<file path="config.mk">
export PLATFORM = sky130hd
export DESIGN_NAME = tree_cmd_parser
export DESIGN_NICKNAME = d
export VERILOG_FILES = /design/src/core/char_class.v /design/src/core/tree_cmd_parser.v
export VERILOG_INCLUDE_DIRS = /design/src /design/src/common
export SDC_FILE = /design/constraint.sdc
export NUM_CORES = 1
export LEC_CHECK = 0
export BUFFER_PORTS_ARGS = -buffer_cell sky130_fd_sc_hd__buf_2
export CORE_UTILIZATION = 57
export DETAILED_ROUTE_END_ITERATION = 6
export GPL_ROUTABILITY_DRIVEN = 1
export GPL_TIMING_DRIVEN = 0
export PLACE_DENSITY = 0.74
export SYNTH_ARGS = -nofsm -noshare
export SYNTH_HDL_FRONTEND = slang
export SYNTH_HIERARCHICAL = 1
export SYNTH_SLANG_ARGS = --single-unit
</file>
<file path="constraint.sdc">
create_clock -name sys_clk -period 5.07 [get_ports sys_clk]
set_input_delay 0.507 -clock sys_clk [delete_from_list [all_inputs] [get_ports sys_clk]]
set_output_delay 0.507 -clock sys_clk [all_outputs]
set_load 0.01 [all_outputs]
</file>
<file path="src/common/tree_cmd_regs.vh">
/*
  Constants of the tree command parser: session port, line storage size,
  character codes, command and item kind codes, reply prefixes.
  Assumes inclusion by bare name from the design files and the bench.
*/
`ifndef TREE_CMD_REGS_VH
`define TREE_CMD_REGS_VH

// ==========================================================
// session and storage
`define TCP_LISTEN_PORT 16'h17DB
`define LINE_ADDR_W     6

// ==========================================================
// character codes
`define CH_TAB   8'h09
`define CH_LF    8'h0A
`define CH_CR    8'h0D
`define CH_SP    8'h20
`define CH_HASH  8'h23
`define CH_PCT   8'h25
`define CH_LPAR  8'h28
`define CH_RPAR  8'h29
`define CH_DOT   8'h2E
`define CH_SLASH 8'h2F
`define CH_COLON 8'h3A
`define CH_EQ    8'h3D
`define CH_E     8'h45
`define CH_BSL   8'h5C
`define CH_LOW_M 8'h6D
`define CH_LOW_N 8'h6E
`define CH_LOW_P 8'h70
`define CH_LBRC  8'h7B
`define CH_RBRC  8'h7D

// ==========================================================
// command words, right aligned in 48 bits
`define WORD_QUERY  48'h000000474554
`define WORD_BULK   48'h474554414C4C
`define WORD_MODIFY 48'h000000534554
`define WORD_INVOKE 48'h000043414C4C
`define WORD_MANUAL 48'h0000004D414E

// ==========================================================
// command codes toward the tree
`define CMD_QUERY  3'h0
`define CMD_BULK   3'h1
`define CMD_MODIFY 3'h2
`define CMD_INVOKE 3'h3
`define CMD_MANUAL 3'h4
`define CMD_NONE   3'h7

// ==========================================================
// addressed item kinds
`define KIND_NODE 2'h0
`define KIND_PROP 2'h1
`define KIND_METH 2'h2

// ==========================================================
// reply prefixes
`define PFX_PROP_RW 16'h7077

// ==========================================================
// syntax error text length
`define ERR_TEXT_LEN 4'hD

`endif

</file>
<file path="src/core/char_class.v">
/*
  Character classifier for one byte: letter or digit, hex digit,
  protocol control character needing a backslash.
  Assumes a stable byte on its input; purely combinational.
*/
`timescale 1ns/1ps
`include "tree_cmd_regs.vh"
module char_class (
  // byte under test
  input  wire [7:0] ch,
  // classes
  output wire       is_alnum,
  output wire       is_hex,
  output wire       is_ctrl
);

  wire digit;
  wire upper;
  wire lower;

  assign digit    = (ch >= 8'h30) && (ch <= 8'h39);
  assign upper    = (ch >= 8'h41) && (ch <= 8'h5A);
  assign lower    = (ch >= 8'h61) && (ch <= 8'h7A);
  assign is_alnum = digit || upper || lower;
  assign is_hex   = digit || ((ch >= 8'h41) && (ch <= 8'h46)) || ((ch >= 8'h61) && (ch <= 8'h66));
  // escape set
  assign is_ctrl  = (ch == `CH_BSL) || (ch == `CH_LBRC) || (ch == `CH_RBRC) || (ch == `CH_HASH)
                 || (ch == `CH_PCT) || (ch == `CH_LPAR) || (ch == `CH_RPAR) || (ch == `CH_CR)
                 || (ch == `CH_LF) || (ch == `CH_TAB);

endmodule // char_class

</file>
<file path="src/core/tree_cmd_parser.v">
/*
  Line based command interpreter for a node/property/method tree.
  Assumes byte streams from and to a TCP session on sys_clk, and a tree
  store outside that answers requests with prefixed reply lines.
*/
// Functional notes
// - lines end with CR LF both ways
// - names compared case-sensitively
// - path from root, slash between levels
// - node names letters and digits only
// - session on TCP port 6107
// - query lists node, or property value after dot
// - bulk query lists all members, one line each
// - modify echoes path and new value with pw
// - invoke: colon, method, parenthesised arguments
// - method reply m0 on success, mF on failure
// - manual reply prefixed nm, pm or mm
// - two-character type prefix on every reply line except the group open and close lines
// - error: percent, E, digits, colon, text
// - backslash removed, next character literal
// - escape set: backslash braces hash percent parens CR LF tab
// - optional four hex digit signature and hash
// - signed reply: brace plus signature, then closing brace
// - group lines also end with CR LF
`timescale 1ns/1ps
`include "tree_cmd_regs.vh"
module tree_cmd_parser #(
  parameter ADDR_W = `LINE_ADDR_W
) (
  // clock and reset
  input  wire              sys_clk,
  input  wire              reset,
  // command bytes from the session
  input  wire [7:0]        rx_data,
  input  wire              rx_valid,
  output reg               rx_ready,
  // reply bytes to the session
  output reg  [7:0]        tx_data,
  output reg               tx_valid,
  input  wire              tx_ready,
  // session setup
  output reg  [15:0]       listen_port,
  // request to the tree
  output reg               req_valid,
  output reg  [2:0]        req_cmd,
  output reg  [1:0]        req_kind,
  output reg  [ADDR_W:0]   req_path_end,
  output reg  [ADDR_W:0]   req_val_start,
  output reg  [ADDR_W:0]   req_val_end,
  // line storage read port for the tree
  input  wire [ADDR_W-1:0] path_rd_addr,
  output reg  [7:0]        path_rd_data,
  // reply line headers from the tree
  input  wire              rep_valid,
  input  wire [15:0]       rep_prefix,
  input  wire              rep_last,
  output reg               rep_ready,
  // reply line text from the tree
  input  wire              txt_valid,
  input  wire [7:0]        txt_data,
  input  wire              txt_end,
  output reg               txt_ready
);

  localparam [ADDR_W:0] DEPTH = {1'b1, {ADDR_W{1'b0}}};
  localparam [ADDR_W:0] ZERO  = {(ADDR_W+1){1'b0}};

  localparam [3:0] ST_DONE  = 4'h0;
  localparam [3:0] ST_RX    = 4'h1;
  localparam [3:0] ST_EXEC  = 4'h2;
  localparam [3:0] ST_OPEN  = 4'h3;
  localparam [3:0] ST_REQ   = 4'h4;
  localparam [3:0] ST_WAIT  = 4'h5;
  localparam [3:0] ST_PFX   = 4'h6;
  localparam [3:0] ST_ECHO  = 4'h7;
  localparam [3:0] ST_TXT   = 4'h8;
  localparam [3:0] ST_VAL   = 4'h9;
  localparam [3:0] ST_ERR   = 4'hA;
  localparam [3:0] ST_EOL   = 4'hB;
  localparam [3:0] ST_CLOSE = 4'hC;

  localparam [2:0] P_WORD = 3'h0;
  localparam [2:0] P_PATH = 3'h1;
  localparam [2:0] P_MEMB = 3'h2;
  localparam [2:0] P_VAL  = 3'h3;
  localparam [2:0] P_ARG  = 3'h4;

  // ==========================================================
  // state
  reg [7:0]      line_mem [0:(1<<ADDR_W)-1];
  reg [3:0]      state;
  reg [2:0]      phase;
  reg [3:0]      cnt;
  reg [47:0]     word_sh;
  reg [2:0]      word_len;
  reg            hex_all;
  reg            signed_cmd;
  reg [31:0]     sig;
  reg            esc_next;
  reg            cr_seen;
  reg            bad;
  reg            own_err;
  reg [ADDR_W:0] wr;
  reg [ADDR_W:0] rd;
  reg [15:0]     prefix;
  reg            last;
  reg            esc_pend;

  wire       can;
  wire       lit;
  wire       drop;
  wire       rx_alnum;
  wire       rx_hex;
  wire [7:0] rd_ch;
  wire       rd_ctrl;
  wire       line_bad;
  reg  [2:0] word_cmd;
  reg  [7:0] err_ch;

  assign can   = !tx_valid || tx_ready;
  assign lit   = esc_next;
  assign drop  = !lit && (rx_data == `CH_BSL || rx_data == `CH_CR);
  assign rd_ch = line_mem[rd[ADDR_W-1:0]];

  char_class rx_class (
    .ch       (rx_data),
    .is_alnum (rx_alnum),
    .is_hex   (rx_hex),
    .is_ctrl  ()
  );

  char_class out_class (
    .ch       (rd_ch),
    .is_alnum (),
    .is_hex   (),
    .is_ctrl  (rd_ctrl)
  );

  // ==========================================================
  // command word decode, exact bytes
  always @*
  begin
    word_cmd = `CMD_NONE;
    if (word_len == 3'h3 && word_sh == `WORD_QUERY)
      word_cmd = `CMD_QUERY;
    else if (word_len == 3'h6 && word_sh == `WORD_BULK)
      word_cmd = `CMD_BULK;
    else if (word_len == 3'h3 && word_sh == `WORD_MODIFY)
      word_cmd = `CMD_MODIFY;
    else if (word_len == 3'h4 && word_sh == `WORD_INVOKE)
      word_cmd = `CMD_INVOKE;
    else if (word_len == 3'h3 && word_sh == `WORD_MANUAL)
      word_cmd = `CMD_MANUAL;
  end

  // command and selector must agree
  assign line_bad = bad || (phase == P_WORD) || (req_cmd == `CMD_NONE)
                 || ((req_cmd == `CMD_MODIFY) != (phase == P_VAL))
                 || ((req_cmd == `CMD_INVOKE) != (phase == P_ARG));

  // parser error text " %E001:Syntax"
  always @*
  begin
    case (cnt)
      4'h0:    err_ch = `CH_SP;
      4'h1:    err_ch = `CH_PCT;
      4'h2:    err_ch = `CH_E;
      4'h3:    err_ch = 8'h30;
      4'h4:    err_ch = 8'h30;
      4'h5:    err_ch = 8'h31;
      4'h6:    err_ch = `CH_COLON;
      4'h7:    err_ch = 8'h53;
      4'h8:    err_ch = 8'h79;
      4'h9:    err_ch = 8'h6E;
      4'hA:    err_ch = 8'h74;
      4'hB:    err_ch = 8'h61;
      default: err_ch = 8'h78;
    endcase
  end

  // ==========================================================
  // line storage, written only while receiving
  always @(posedge sys_clk)
  begin
    if (state == ST_RX && rx_valid && phase != P_WORD && wr != DEPTH && !drop)
      line_mem[wr[ADDR_W-1:0]] <= rx_data;
    path_rd_data <= line_mem[path_rd_addr];
  end

  // ==========================================================
  // receive, request and reply sequencing
  always @(posedge sys_clk)
  begin
    if (reset)
    begin
      state         <= ST_DONE;
      rx_ready      <= 1'b0;
      tx_data       <= 8'h00;
      tx_valid      <= 1'b0;
      listen_port   <= 16'h0000;
      req_valid     <= 1'b0;
      req_cmd       <= `CMD_NONE;
      req_kind      <= `KIND_NODE;
      req_path_end  <= ZERO;
      req_val_start <= ZERO;
      req_val_end   <= ZERO;
      rep_ready     <= 1'b0;
      txt_ready     <= 1'b0;
      rd            <= ZERO;
      cnt           <= 4'h0;
      prefix        <= 16'h0000;
      last          <= 1'b0;
      own_err       <= 1'b0;
      esc_pend      <= 1'b0;
    end
    else
    begin
      listen_port <= `TCP_LISTEN_PORT;
      req_valid   <= 1'b0;
      if (tx_ready)
        tx_valid <= 1'b0;
      case (state)
        ST_DONE:
        begin
          phase         <= P_WORD;
          word_sh       <= 48'h0;
          word_len      <= 3'h0;
          hex_all       <= 1'b1;
          signed_cmd    <= 1'b0;
          esc_next      <= 1'b0;
          cr_seen       <= 1'b0;
          bad           <= 1'b0;
          wr            <= ZERO;
          req_cmd       <= `CMD_NONE;
          req_kind      <= `KIND_NODE;
          req_path_end  <= ZERO;
          req_val_start <= ZERO;
          req_val_end   <= ZERO;
          rx_ready      <= 1'b1;
          state         <= ST_RX;
        end
        ST_RX:
        begin
          if (rx_valid)
          begin
            cr_seen  <= !lit && rx_data == `CH_CR;
            esc_next <= !lit && rx_data == `CH_BSL;
            if (phase != P_WORD && !drop)
            begin
              if (wr == DEPTH)
                bad <= 1'b1;
              else
                wr <= wr + 1'b1;
            end
            if (!lit && rx_data == `CH_LF && cr_seen)
            begin
              rx_ready <= 1'b0;
              state    <= ST_EXEC;
            end
            else if (drop)
              bad <= bad;
            else
            begin
              case (phase)
                P_WORD:
                begin
                  if (lit)
                    bad <= 1'b1;
                  else if (rx_data == `CH_SP)
                  begin
                    req_cmd <= word_cmd;
                    phase   <= P_PATH;
                  end
                  else if (rx_data == `CH_HASH && !signed_cmd && word_len == 3'h4 && hex_all)
                  begin
                    signed_cmd <= 1'b1;
                    sig        <= word_sh[31:0];
                    word_sh    <= 48'h0;
                    word_len   <= 3'h0;
                  end
                  else
                  begin
                    word_sh  <= {word_sh[39:0], rx_data};
                    word_len <= (word_len == 3'h7) ? word_len : word_len + 3'h1;
                    hex_all  <= hex_all && rx_hex;
                  end
                end
                P_PATH:
                begin
                  req_path_end <= wr + 1'b1;
                  if (wr == ZERO && rx_data != `CH_SLASH)
                    bad <= 1'b1;
                  else if (!lit && rx_data == `CH_DOT)
                  begin
                    req_kind <= `KIND_PROP;
                    phase    <= P_MEMB;
                  end
                  else if (!lit && rx_data == `CH_COLON)
                  begin
                    req_kind <= `KIND_METH;
                    phase    <= P_MEMB;
                  end
                  else if (lit || !(rx_alnum || rx_data == `CH_SLASH))
                    bad <= 1'b1;
                end
                P_MEMB:
                begin
                  if (!lit && (rx_data == `CH_EQ || rx_data == `CH_LPAR))
                  begin
                    req_val_start <= wr + 1'b1;
                    req_val_end   <= wr + 1'b1;
                    phase         <= (rx_data == `CH_EQ) ? P_VAL : P_ARG;
                  end
                  else
                    req_path_end <= wr + 1'b1;
                end
                P_VAL:
                  req_val_end <= wr + 1'b1;
                default:
                begin
                  if (lit || rx_data != `CH_RPAR)
                    req_val_end <= wr + 1'b1;
                end
              endcase
            end
          end
        end
        ST_EXEC:
        begin
          if (phase == P_WORD && word_len == 3'h0 && !signed_cmd && !bad)
            state <= ST_DONE;
          else
          begin
            own_err <= line_bad;
            prefix  <= {(req_kind == `KIND_PROP) ? `CH_LOW_P :
                        (req_kind == `KIND_METH) ? `CH_LOW_M : `CH_LOW_N, `CH_E};
            last    <= 1'b1;
            cnt     <= 4'h0;
            state   <= signed_cmd ? ST_OPEN : (line_bad ? ST_PFX : ST_REQ);
          end
        end
        ST_OPEN:
        begin
          if (can)
          begin
            tx_valid <= 1'b1;
            cnt      <= cnt + 4'h1;
            case (cnt)
              4'h0:    tx_data <= `CH_LBRC;
              4'h1:    tx_data <= sig[31:24];
              4'h2:    tx_data <= sig[23:16];
              4'h3:    tx_data <= sig[15:8];
              4'h4:    tx_data <= sig[7:0];
              4'h5:    tx_data <= `CH_CR;
              default: tx_data <= `CH_LF;
            endcase
            if (cnt == 4'h6)
            begin
              cnt   <= 4'h0;
              state <= own_err ? ST_PFX : ST_REQ;
            end
          end
        end
        ST_REQ:
        begin
          req_valid <= 1'b1;
          rep_ready <= 1'b1;
          state     <= ST_WAIT;
        end
        ST_WAIT:
        begin
          if (rep_valid && rep_ready)
          begin
            rep_ready <= 1'b0;
            prefix    <= rep_prefix;
            last      <= rep_last;
            cnt       <= 4'h0;
            state     <= ST_PFX;
          end
        end
        ST_PFX:
        begin
          if (can)
          begin
            tx_valid <= 1'b1;
            cnt      <= cnt + 4'h1;
            tx_data  <= (cnt == 4'h0) ? prefix[15:8] : (cnt == 4'h1) ? prefix[7:0] : `CH_SP;
            if (cnt == 4'h2)
            begin
              rd    <= ZERO;
              state <= ST_ECHO;
            end
          end
        end
        ST_ECHO:
        begin
          if (rd == req_path_end)
          begin
            cnt       <= 4'h0;
            txt_ready <= 1'b0;
            state     <= own_err ? ST_ERR : ST_TXT;
          end
          else if (can)
          begin
            tx_valid <= 1'b1;
            tx_data  <= rd_ch;
            rd       <= rd + 1'b1;
          end
        end
        ST_TXT:
        begin
          if (txt_valid && txt_ready)
          begin
            txt_ready <= 1'b0;
            if (txt_end)
            begin
              rd       <= req_val_start;
              esc_pend <= 1'b0;
              state    <= (req_cmd == `CMD_MODIFY && prefix == `PFX_PROP_RW) ? ST_VAL : ST_EOL;
            end
            else
            begin
              tx_valid <= 1'b1;
              tx_data  <= txt_data;
            end
          end
          else
            txt_ready <= can;
        end
        ST_VAL:
        begin
          if (can)
          begin
            if (cnt == 4'h0)
            begin
              tx_valid <= 1'b1;
              tx_data  <= `CH_EQ;
              cnt      <= 4'h1;
            end
            else if (rd == req_val_end)
            begin
              cnt   <= 4'h0;
              state <= ST_EOL;
            end
            else if (rd_ctrl && !esc_pend)
            begin
              tx_valid <= 1'b1;
              tx_data  <= `CH_BSL;
              esc_pend <= 1'b1;
            end
            else
            begin
              tx_valid <= 1'b1;
              tx_data  <= rd_ch;
              esc_pend <= 1'b0;
              rd       <= rd + 1'b1;
            end
          end
        end
        ST_ERR:
        begin
          if (can)
          begin
            tx_valid <= 1'b1;
            tx_data  <= err_ch;
            cnt      <= cnt + 4'h1;
            if (cnt == `ERR_TEXT_LEN - 4'h1)
            begin
              cnt   <= 4'h0;
              state <= ST_EOL;
            end
          end
        end
        ST_EOL:
        begin
          if (can)
          begin
            tx_valid <= 1'b1;
            tx_data  <= (cnt == 4'h0) ? `CH_CR : `CH_LF;
            cnt      <= cnt + 4'h1;
            if (cnt == 4'h1)
            begin
              cnt       <= 4'h0;
              rep_ready <= !last;
              state     <= !last ? ST_WAIT : (signed_cmd ? ST_CLOSE : ST_DONE);
            end
          end
        end
        ST_CLOSE:
        begin
          if (can)
          begin
            tx_valid <= 1'b1;
            tx_data  <= (cnt == 4'h0) ? `CH_RBRC : (cnt == 4'h1) ? `CH_CR : `CH_LF;
            cnt      <= cnt + 4'h1;
            if (cnt == 4'h2)
              state <= ST_DONE;
          end
        end
        default:
          state <= ST_DONE;
      endcase
    end
  end

endmodule // tree_cmd_parser

</file>
==> results by group <==
Status
  – Status: finished with violations
  – Failing checks: design-rule violations

Routing
  – Total routed wirelength: 102 mm
  – Routed wire per std cell: about 33 um
  – Routed Antenna Nets: 0
  – Detailed-route via count: around 22000
  – Vias/cell: roughly 7.2
  – TritonRoute pass-1 iters: 7
  – Residual DRC: 2
  – 1st-iter DRT viols: 3196

Finish
  – Synthesis-to-layout area growth: 13.3%
  – Design area: 38100 um^2
  – Fill cell count: approximately 4000
  – Fin nets: around 2300
  – Final design utilization: about two thirds
  – Fin cells: roughly 3000
  – Fraction of layout cells with a size suffix above 1: between 20 and 30%

Power and ir drop
  – LEAKAGE: ~12 nW
  – Pwr/cell area: approximately 420 nW/um^2
  – Peak supply drop: approximately 0.37 mV

Worst setup path
  – Top delay family on crit path: multiplexers
  – CP Buf/Inv Count: 4
  – CP dominant cell by count: mux4_2
  – Crit start category: flip-flop
  – Crit. End Element: flip-flop
  – CP cell instances: buf_4 -> buf_4 -> clkbuf_8 -> mux4_2 -> mux4_2 -> mux4_2 -> or4b_1 -> o22ai_1 -> nor2b_4 -> nand2_1 -> nand3_1 -> o31ai_1 -> and3_1 -> buf_2 -> a211oi_4
  – Slowest cell on the critical path: mux4_2
  – CP peak stage delay: around 0.61 ns
  – CP Max Fanout: 10
  – Critical Path RT: roughly 5.6 ns
  – R2R setup slack: ~0.046 ns
  – Critical Path AT: between 5 and 6 ns
  – WS Path Type: flip-flop to flip-flop

Floorplan
  – Initial Util: 58.0%
  – Die X-Extent: 245 um
  – IO Pins: 109
  – Die Height: 245 um
  – Rows: 88
  – CORE AREA: 58000 um^2
  – Die area: between 60000 and 70000 um^2

Worst hold path
  – HP Class: input port to flip-flop

Global route
  – First-pass GRT wire length: ~150 mm
  – Vias in the first global route: roughly 22000
  – Tot GR Track Use: 34.6%
  – Largest net degree at the start of global routing: 75
  – Initial antenna violation count: 4
  – Grt total ovfl: 0

Run
  – MaxCap Viol Count: 0

Clocking
  – CTS tree: built
  – TritonCTS Buffers: between 70 and 80
  – H-tree depth: 3
  – Bufs on Longest Clock Path: 3
  – Clk_lat worst skew: ~0.63 ns
  – Clock Sinks: slightly above 700
  – CTS Root Cell: clkbuf_16
  – Clk slew on worst S/H paths: approximately 0.060 ns
  – # hold bufs at CTS: 0

Timing
  – Slew Limit Fails: 0
  – Final hold violation count: 0
  – Period utilisation layout: slightly below 100%
  – Final setup violating endpoints: 0
  – Clock Skew: 0.0273 ns
  – Setup ws final: 0.0455 ns
  – Setup TNS: 0 ns
  – Min Clock Period, post-route: approximately 5 ns
  – Worst-Margin Slew: about 1.5 ns
  – Slew headroom: 2.59%
  – Max Clk Rate: 199 MHz

Synth
  – Synth Area per Inst: 16.3 um^2
  – Synth warn: 6
  – Mapped Area: between 30000 and 40000 um^2
  – Mapped Cells: around 2100

Place
  – Hpwl dp: 70.9 mm
  – GPL Wtd Cong: around 1
  – Placed inst area: 35200 um^2
  – Placement Setup Slack: -1.58 ns
  – Port bufs: 96
  – Number of cells after detailed placement: approximately 3000
-- power by group --
| group | switching (mW) | internal, mW | total, mW |
|---|---|---|---|
| Clock | 2.32 | 3.52 | 5.84 |
| Sequential | 0.338 | 6.79 | 7.12 |
| Combinational | 1.89 | 1.11 | 3.00 |
-- cell usage in the layout, fill, tap and decap left out, types with 8 or more instances in the layout --
master       n
clkinv_2    10
edfxtp_1   610
xnor2_1     19
nor4_1      10
a211oi_1    15
mux4_2     326
clkbuf_16   76
clkbuf_1    88
clkbuf_8    20
buf_2      110
ha_1        19
dfxtp_1     94
buf_1       22
nand4_1     18
nor3_1      27
buf_4       24
nor2_1     169
o211ai_1    12
nand2b_1    15
nor2b_1     16
inv_1       28
and3_1      14
and2_1      53
nand2_1     65
o22ai_1     15
nand3_1     30
buf_12       9
a22o_1      10
a22oi_1     40
o21ai_0     41
nor3b_1      8
bufinv_16   11
mux2i_1     24
a21oi_1     58
-- final timing paths --
kind / startpoint / end / cells past startpoint
worst min-delay path: rep_prefix[13] / prefix[13]$_SDFFE_PP0P_ / 3
worst max-delay path: flip-flop / rd[4]$_SDFFE_PP0P_ / 15
worst min register to register: own_err$_SDFFE_PP0P_ / own_err$_SDFFE_PP0P_ / 2
worst max register to register: flip-flop / rd[4]$_SDFFE_PP0P_ / 15
-- state kept, by name (all words and copies together), names as in the netlist, 7 cells and up, named ones only --
register	flops
line_mem	512
word_sh	48
sig	32
prefix	16
path_rd_data	8
tx_data	8
err_ch	7
rd	7
req_path_end	7
req_val_end	7
req_val_start	7
wr	7
-- layout make-up --
| cell class | count | area [um^2] | area share, % |
|---|---|---|---|
| Sequential cell | 705 | 20200 | 53.0 |
| Multi-Input combinational cell | 1162 | 12600 | 33.2 |
| Clock buffer | 102 | 2130 | 5.58 |
| Buffer | 162 | 998 | 2.62 |
| Tap cell | 765 | 957 | 2.51 |
| Timing Repair Buffer | 101 | 571 | 1.50 |
| Clock inverter | 32 | 492 | 1.29 |
| Inverter | 32 | 120 | 0.315 |
| Antenna cell | 3 | 7.51 | 0.0197 |
-- tightest hold or removal path: cells and delay by family --
family / cells / cell delay [ns]
AO/OA/AOI/OAI: 1 / 0.05
AND/OR/NAND/NOR: 1 / 0.07
buffers and inverters: 1 / 0.08
-- what timing repair did --
item                       in CTS  in global routing
gates resized for setup        71                 16
pin swaps                       3                  4
setup buffers                   0                  1
setup endpoints to repair      22                 14
-- metal layers --
layer / part of all wire (%) / vias up / global-route usage (%)
li1: - / 8779 / -
met1: 35 / 11200 / 46.3
met2: 46 / 1775 / 52.9
met3: 14 / 292 / 9.55
met4: 5.4 / 0 / 16.5
met5: 0 / - / 0
-- per-stage QoR --
step | hold WS (ns) | power, mW
floorplan | 0.432 | 8.98
global placement | 0.450 | 10.0
detailed placement | 0.453 | 10.1
CTS | 0.120 | 15.9
global route | 0.137 | 16.4
finish | 0.133 | 16.0
Note: power is estimated with default switching activity, not from simulation.
